## src/pkg/chgst_map.vh

```
// constants for the charger status output block
`ifndef CHGST_MAP_VH
`define CHGST_MAP_VH
`define CHGST_FAULT_PULSE_US 256
`define CHGST_CLK_MHZ 10
`define CHGST_FAULT_PULSE_CYC (`CHGST_FAULT_PULSE_US * `CHGST_CLK_MHZ)
`define CHGST_CNT_W 12
`define CHGST_PORT_UNKNOWN 3'h0
`define CHGST_PORT_SDP 3'h1
`define CHGST_PORT_CDP 3'h2
`define CHGST_PORT_DCP 3'h3
`define CHGST_PORT_NONSTD 3'h4
`define CHGST_ILIM_100MA 2'h0
`define CHGST_ILIM_500MA 2'h1
`define CHGST_ILIM_900MA 2'h2
`define CHGST_ILIM_1500MA 2'h3
`endif

```

## src/rtl/chgst_pulse_timer.v

```verilog
// fault pulse timer: one fixed-length pulse per fault, not retriggered
`timescale 1ns/1ps
`include "chgst_map.vh"
module chgst_pulse_timer #(
  parameter CNT_W = `CHGST_CNT_W,
  parameter [CNT_W-1:0] LEN = `CHGST_FAULT_PULSE_CYC
) (
  // clock and reset
  input wire clk_sys,
  input wire rst,
  // control
  input wire fire,
  output reg active_q
);
  reg [CNT_W-1:0] cnt_q;
  always @(posedge clk_sys) begin
    if (rst) begin
      cnt_q <= {CNT_W{1'b0}};
      active_q <= 1'b0;
    end else if (active_q) begin
      // a fault during the pulse neither restarts nor shortens it
      if (cnt_q == LEN - 1'b1) begin
        active_q <= 1'b0;
        cnt_q <= {CNT_W{1'b0}};
      end else begin
        cnt_q <= cnt_q + 1'b1;
      end
    end else if (fire) begin
      active_q <= 1'b1;
      cnt_q <= {CNT_W{1'b0}};
    end
  end
endmodule // chgst_pulse_timer

```

## src/rtl/chgst_top.v

```verilog
// charger status outputs: charge status, interrupt, charge active, power good
`timescale 1ns/1ps
`include "chgst_map.vh"
// Behaviour
// - status pin driven low while a charge cycle runs.
// - status pin released when charging done or charger disabled.
// - each fault outside a running pulse gives one 256 us low pulse on the status pin.
// - status enable bit low keeps status pin released always.
// - status pin also low during automatic recharge cycles.
// - interrupt pin variant carries the same signalling as status pin, but ignores the status enable bit.
// - power good pulled low while supply lies inside the valid window.
// - power good released with no supply, or with supply out of window once detection is not busy.
// - power good held low while adapter detection still runs and supply is present.
// - detection classifies ports; non-standard adapters get 500 mA limit.
// - charge active pin low while charging with supply present, no recharge shown.
module chgst_top #(
  parameter CNT_W = `CHGST_CNT_W,
  parameter [CNT_W-1:0] PULSE_CYC = `CHGST_FAULT_PULSE_CYC
) (
  // clock and reset
  input wire clk_sys,
  input wire rst,
  // charger state, same clock
  input wire charging,
  input wire recharging,
  input wire charger_enable,
  input wire fault_event,
  input wire status_enable,
  // supply comparators, asynchronous
  input wire supply_present,
  input wire above_sleep_offset_voltage,
  input wire below_input_overvoltage_threshold,
  // adapter detection results, same clock
  input wire detect_busy,
  input wire detect_done,
  input wire [2:0] detect_port,
  // open-drain pins: out value and active-low enable
  output reg charge_status_o_q,
  output reg charge_status_oe_n_q,
  output reg host_int_o_q,
  output reg host_int_oe_n_q,
  output reg charge_active_n_o_q,
  output reg charge_active_n_oe_n_q,
  output reg supply_valid_n_o_q,
  output reg supply_valid_n_oe_n_q,
  // detection outcome
  output reg [2:0] port_type_q,
  output reg [1:0] input_ilim_q
);
  // ****************************************************************
  // input synchronisers
  // ****************************************************************
  reg [2:0] pres_s_q;
  reg [2:0] slp_s_q;
  reg [2:0] ovp_s_q;
  reg pres_q;
  reg slp_q;
  reg ovp_ok_q;
  always @(posedge clk_sys) begin
    if (rst) begin
      pres_s_q <= 3'h0;
      slp_s_q <= 3'h0;
      ovp_s_q <= 3'h0;
      pres_q <= 1'b0;
      slp_q <= 1'b0;
      ovp_ok_q <= 1'b0;
    end else begin
      pres_s_q <= {pres_s_q[1:0], supply_present};
      slp_s_q <= {slp_s_q[1:0], above_sleep_offset_voltage};
      ovp_s_q <= {ovp_s_q[1:0], below_input_overvoltage_threshold};
      // a level counts only once stages two and three agree
      if (pres_s_q[1] == pres_s_q[2]) pres_q <= pres_s_q[2];
      if (slp_s_q[1] == slp_s_q[2]) slp_q <= slp_s_q[2];
      if (ovp_s_q[1] == ovp_s_q[2]) ovp_ok_q <= ovp_s_q[2];
    end
  end

  // ****************************************************************
  // fault pulse
  // ****************************************************************
  wire pulse_active;
  chgst_pulse_timer #(
    .CNT_W(CNT_W),
    .LEN(PULSE_CYC)
  ) u_pulse (
    .clk_sys(clk_sys),
    .rst(rst),
    .fire(fault_event),
    .active_q(pulse_active)
  );

  // ****************************************************************
  // pin decisions
  // ****************************************************************
  wire chg_run = charger_enable & (charging | recharging);
  wire stat_low = status_enable & (chg_run | pulse_active);
  wire int_low = chg_run | pulse_active;
  // no recharge indication on this pin
  wire act_low = charger_enable & charging & pres_q;
  wire win_ok = pres_q & slp_q & ovp_ok_q;
  // with supply present, detection wins over the window: pin stays low until it is done
  wire pg_low = win_ok | (pres_q & detect_busy);

  always @(posedge clk_sys) begin
    if (rst) begin
      charge_status_o_q <= 1'b0;
      charge_status_oe_n_q <= 1'b1;
      host_int_o_q <= 1'b0;
      host_int_oe_n_q <= 1'b1;
      charge_active_n_o_q <= 1'b0;
      charge_active_n_oe_n_q <= 1'b1;
      supply_valid_n_o_q <= 1'b0;
      supply_valid_n_oe_n_q <= 1'b1;
    end else begin
      // output value is always low; the enable alone pulls the pin
      charge_status_oe_n_q <= ~stat_low;
      host_int_oe_n_q <= ~int_low;
      charge_active_n_oe_n_q <= ~act_low;
      supply_valid_n_oe_n_q <= ~pg_low;
    end
  end

  // ****************************************************************
  // adapter classification
  // ****************************************************************
  always @(posedge clk_sys) begin
    if (rst) begin
      port_type_q <= `CHGST_PORT_UNKNOWN;
      input_ilim_q <= `CHGST_ILIM_100MA;
    end else if (!pres_q) begin
      port_type_q <= `CHGST_PORT_UNKNOWN;
      input_ilim_q <= `CHGST_ILIM_100MA;
    end else if (detect_done) begin
      port_type_q <= detect_port;
      case (detect_port)
        `CHGST_PORT_SDP: input_ilim_q <= `CHGST_ILIM_500MA;
        `CHGST_PORT_CDP: input_ilim_q <= `CHGST_ILIM_1500MA;
        `CHGST_PORT_DCP: input_ilim_q <= `CHGST_ILIM_1500MA;
        `CHGST_PORT_NONSTD: input_ilim_q <= `CHGST_ILIM_500MA;
        default: input_ilim_q <= `CHGST_ILIM_100MA;
      endcase
    end
  end
endmodule // chgst_top

```

## config.mk

```make
export PLATFORM = sky130hd
export DESIGN_NAME = chgst_top
export DESIGN_NICKNAME = d
export VERILOG_FILES = /design/src/rtl/chgst_pulse_timer.v /design/src/rtl/chgst_top.v
export VERILOG_INCLUDE_DIRS = /design/src /design/src/pkg
export SDC_FILE = /design/constraint.sdc
export NUM_CORES = 1
export LEC_CHECK = 0
export BUFFER_PORTS_ARGS = -buffer_cell sky130_fd_sc_hd__clkbuf_2
export CORE_AREA = 2 2 72 74
export DETAILED_ROUTE_END_ITERATION = 10
export DIE_AREA = 0 0 74 76
export GPL_ROUTABILITY_DRIVEN = 0
export PLACE_DENSITY = 0.55
export SLEW_MARGIN = 5
export SYNTH_ARGS = -nofsm -noshare
export SYNTH_HDL_FRONTEND = slang
export SYNTH_SLANG_ARGS = --single-unit
```

## constraint.sdc

```tcl
create_clock -name clk_sys -period 1.95 [get_ports clk_sys]
set_clock_uncertainty 0.1 [all_clocks]
set_input_delay 0.39 -clock clk_sys [delete_from_list [all_inputs] [get_ports clk_sys]]
set_output_delay 0.39 -clock clk_sys [all_outputs]
set_load 0.05 [all_outputs]
```

# --- After elaboration in Yosys (flattened, before gate mapping) ---
# Index checks and enable logic that the tools add are counted.
word_totals:
  output_inout_bits: 13
  register_bits: 34
  elab_cells: 49
  inputBits: 15
op_classes:
  reduce_logical: 4
  n_mux: 7
  n_bitwise: 15
  eq_ne: 8
  add_sub_neg: 1
ops:
  columns: ["cell", "n"]
  rows:
  - ["$mux 12", 3]
  - ["$add 12x1->12 const B", 1]
  - ["$eq 12x12->1 const B", 1]
  - ["$and 1x1->1", 7]
  - ["$eq 3x2->1 const B", 2]
  - ["$reduce_or 2->1", 3]
  - ["$not 1->1", 5]
  - ["$pmux 2 s2", 1]
  - ["$eq 1x1->1", 3]
  - ["$eq 3x1->1 const B", 1]
  - ["$eq 3x3->1 const B", 1]
  - ["$mux 1", 3]
  - ["$or 1x1->1", 3]
  - ["$reduce_bool 2->1", 1]

# --- Longest topological paths before layout ---
logic_depth:
  word_depth: 5
  ltp_mapped: 7
  depth_no_buf: 5

# --- Modules after synthesis ---
# Synthesis repeated with hierarchy kept, for this count alone.
unflattened:
  cells_unflattened: 148
  area_unflattened_um2: 1365.1
modules_own_cells:
  columns: ["module", "seq_area_each_um2", "cells_each", "instances", "area_each_um2"]
  rows:
  - ["chgst_top", 420.4, 68, 1, 703.2]
  - ["chgst_pulse_timer", 260.2, 80, 1, 661.9]

# --- Worst setup path before layout ---
# No wires, ideal clock.
synth_timing:
  path_kind: "flip-flop to flip-flop"
  startpoint: "register u_pulse.cnt_q[0]"
  endpoint: "register u_pulse.cnt_q[6]"
  arrival_time_ns: 1.341
  setup_ns: 0.074
  synth_period_minus_slack_ns: 1.515
  path_stages_with_launch: 8
  slack_ns: 0.435
  n_path_buf: 2
  cell_sequence: "dfxtp_1 ha_1 and3_1 buf_6 a41oi_4 buf_6 nand2_2 a31oi_1"
synth_between:
  elab_chain_len: 3
  word_cells_on_any_way: 4
  classes_between: "add/sub (1); eq/ne (1); mux (2)"
synth_lines:
  columns: ["item", "line", "source"]
  rows:
  - ["from (decl)", "chgst_pulse_timer.v:15", "reg [CNT_W-1:0] cnt_q;"]
  - ["from (signal assigned)", "chgst_pulse_timer.v:18", "cnt_q <= {CNT_W{1'b0}};"]
  - ["from (signal assigned)", "chgst_pulse_timer.v:24", "cnt_q <= {CNT_W{1'b0}};"]
  - ["from (signal assigned)", "chgst_pulse_timer.v:26", "cnt_q <= cnt_q + 1'b1;"]
  - ["$add 12x1->12 or $eq 12x12->1 (tied branches)", "chgst_pulse_timer.v:26, chgst_pulse_timer.v:22", null]
  - ["$mux 12 (*)", "chgst_pulse_timer.v:22", "if (cnt_q == LEN - 1'b1) begin"]
  - ["$mux 12 (*)", "chgst_pulse_timer.v:20", "end else if (active_q) begin"]
# Every way passes the cells marked *; elsewhere a longest branch is shown, timed or not.
# A chain may end at the register's enable or synchronous reset.

# --- Worst setup path after layout ---
layout_timing:
  startpoint: "register u_pulse.cnt_q[0]"
  endpoint: "register u_pulse.cnt_q[11]"
# The elaborated chain is that of the path after synthesis.

==> metrics.md <==
| Metric | Value |
|---|---|
| Run status | `finished clean` |
| CTS Buffer Depth | `2` |
| Sink Count | `34` |
| EDFF count, synth | `0` |
| First-pass GRT wire length | `4.16 mm` |
| Most common cell in the netlist | `dfxtp_1` |
| Die width | `74 um` |
| CP peak stage delay | `0.38 ns` |
| Synth top area share | `48.4%` |
| Async S/R FF share, synth | `0%` |
| R2R depth | `5` |
| N_diodes | `0` |
| Seq/Total Area, Yosys | `48.4%` |
| Crit end category | `flop` |
| Maximum clock rate | `0.591 GHz` |
| Largest net degree at the start of global routing | `23` |
| Slowest CP cell | `dfxtp_1` |
| Residual antenna-violating net count after detailed routing | `0` |
| Static leakage | `0.674 nW` |
| Slew Viols, Final | `0` |
| Synth cell count leaders | `dfxtp_1, a21oi_1, nor2_1` |
| CP delay by family, top | `compound AO/OA/AOI/OAI gates` |
| DP Wirelength | `1.78 mm` |
| Ys flop type | `dfxtp_1` |
| Synthesized flop and latch total | `34` |
| Total Wirelength | `2.46 mm` |
| Clock slew at reported path FFs | `0.07 ns` |
| TritonCTS Buffers | `5` |
| Total Negative Setup Slacks | `0 ns` |
| Fin crit period | `1.69 ns` |
| Worst Hold Class | `input pin to flop` |
| CP Data Arrival Time | `1.77 ns` |
| Layout cells sized above 1 | `24.9%` |
| Port Buf Inserts | `23` |
| DRT Pass-1 Iters | `4` |
| Rows | `26` |
| VDD IR max | `0.000299 V` |
| Vias in the first global route | `921` |
| CTS tree | `done` |
| Clk root buf | `clkbuf_8` |
| Multi-input combinational cell area | `654 um2` |
| Post-cts resize count | `0` |
| Area leader, netlist | `dfxtp_1` |
| Cts hold-fix bufs | `0` |
| CP required | `2.03 ns` |
| Crit path depth | `5` |
| Crit path capture | `u_pulse.cnt_q[11]` |
| Die ar. | `5620 um2` |
| Reg2reg setup slack | `0.26 ns` |
| Crit path from | `u_pulse.cnt_q[0]` |
| Fillers | `516` |
| Critical path cell sequence | `ha_1 > and3_1 > a41oi_4 > a21o_1 > a22o_1` |
| Crit path max fanout | `14` |
| Antenna violations before repair | `0` |
| # IOs | `28` |
| H-tree depth | `2` |
| Max-Cap Viols | `0` |
| Register Area | `681 um2` |
| Synth unique cells | `41` |
| Final std cells w/o fill | `247` |
| Post-Syn Area | `1410 um2` |
| Reg-to-reg startpoint | `u_pulse.cnt_q[0]` |
| Remaining DRCs | `0` |
| Endpoints failing setup | `0` |
| Setup Fix Bufs, Post-CTS | `0` |
| Initial DRC Count | `74` |
| Routed WL per cell | `9.95 um` |
| Dpl cells | `239` |
| Initial Utilization | `28.6%` |
| Area grow syn2layout | `18.6%` |
| RSZ-0062 raised after global routing | `no` |
| Buf/Inv on CP | `0` |
| Grt ovf | `0` |
| Syn avg cell area | `9.37 um2` |
| CP Class | `flop to flop` |
| Vias per Instance | `4.33` |
| Final Hold Viols | `0` |
| Worst R2R End | `u_pulse.cnt_q[11]` |
| Post-Synthesis Cells | `150` |
| Via count | `1070` |
| Die height | `76 um` |
| Worst-Skew Late Latency | `0.28 ns` |
| Synth warn | `0` |
| Final period util | `86.8%` |
| Synth area leaders | `dfxtp_1, a21oi_1, nor2b_1` |
| Total track usage | `9.63%` |
| Final nets | `192` |
| Core ar. | `4910 um2` |
| Worst setup SP type | `flop` |
| Pwr Density | `817 nW/um2` |
## metrics by stage
stage / setup slack (ns) / utilization [%] / hold slack [ns] / cell area [um2] / power [mW]
6_report: 0.257 / 33.9 / 0.156 / 1670 / 1.36
5_1_grt: 0.140 / 33.9 / 0.167 / 1670 / 1.43
4_1_cts: 0.262 / 33.9 / 0.151 / 1670 / 1.39
3_5_place_dp: 0.262 / 32.0 / 0.320 / 1570 / 0.839
3_3_place_gp: 0.307 / 32.0 / 0.317 / 1570 / 0.839
2_1_floorplan: 0.435 / - / 0.314 / 1420 / 0.816
## per-layer routing
metal	GRT usage, %	up-vias	part of all wire [%]
met5	0	-	0
li1	-	568	-
met1	12.0	471	48
met4	5.45	0	2.5
met2	13.8	27	43
met3	3.97	4	6.6
## power breakdown
group          switching [mW]  leakage (nW)  internal (mW)
combinational          0.0685         0.351         0.0398
sequential            0.00604         0.277          0.708
clock                   0.256        0.0472          0.284
## worst min path at each step
| stage | startpoint | to | slack, ns | cells after the start |
|---|---|---|---|---|
| after floorplan | ovp_s_q[0] | ovp_s_q[1] | 0.31 | 1 |
| after global placement | slp_s_q[0] | slp_s_q[1] | 0.32 | 1 |
| after detailed placement | pres_s_q[0] | pres_s_q[1] | 0.32 | 1 |
| after CTS | status_enable | charge_status_oe_n_q | 0.15 | 2 |
| after global routing | status_enable | charge_status_oe_n_q | 0.17 | 2 |
| final | status_enable | charge_status_oe_n_q | 0.16 | 2 |
## logic make-up after synthesis
kind of cell | count (synthesis) | share of synthesized area (%)
muxes | 4 | 2.85
AOI/OAI and AO/OA | 33 | 15.5
xor gates and xnor gates | 1 | 0.623
and+or+nand+nor | 63 | 25.6
adders and majority gates | 1 | 0.890
buffers and inverters | 13 | 5.79
DFF | 34 | 48.4
other | 1 | 0.267
## cells in the final DEF (no fill, tap or decap), types with 2 or more instances in the layout
master,n
nor2b_1,9
nand4_1,3
and3_1,2
clkbuf_8,6
o21ai_0,7
a22o_1,3
nand2b_1,3
nand3_1,5
o21ai_1,2
buf_4,3
dfxtp_1,34
conb_1,4
nand2_1,10
and2_1,2
nand4b_1,2
nor2_1,12
a21oi_1,13
nand3b_1,4
inv_1,3
clkbuf_2,23
or3_1,2
a21o_1,2
mux2i_1,4
a31oi_1,2
## area by class of cell
type | instances | area share, %
repair buffers | 26 | 8.26
clock buffers | 6 | 4.95
clock inverters | 2 | 0.751
inverters | 3 | 0.676
well taps | 70 | 5.26
multi-input cells | 106 | 39.3
flip-flops and latches | 34 | 40.8
## sequential cells by signal, indices dropped and copies added, names as in the netlist
signal	count
pres_s_q	3
charge_status_oe_n_q	1
charge_active_n_oe_n_q	1
slp_q	1
slp_s_q	3
u_pulse.cnt_q	12
ovp_ok_q	1
host_int_oe_n_q	1
input_ilim_q	2
ovp_s_q	3
port_type_q	3
supply_valid_n_oe_n_q	1
u_pulse.active_q	1
pres_q	1
(Power assumes the default switching activity.)
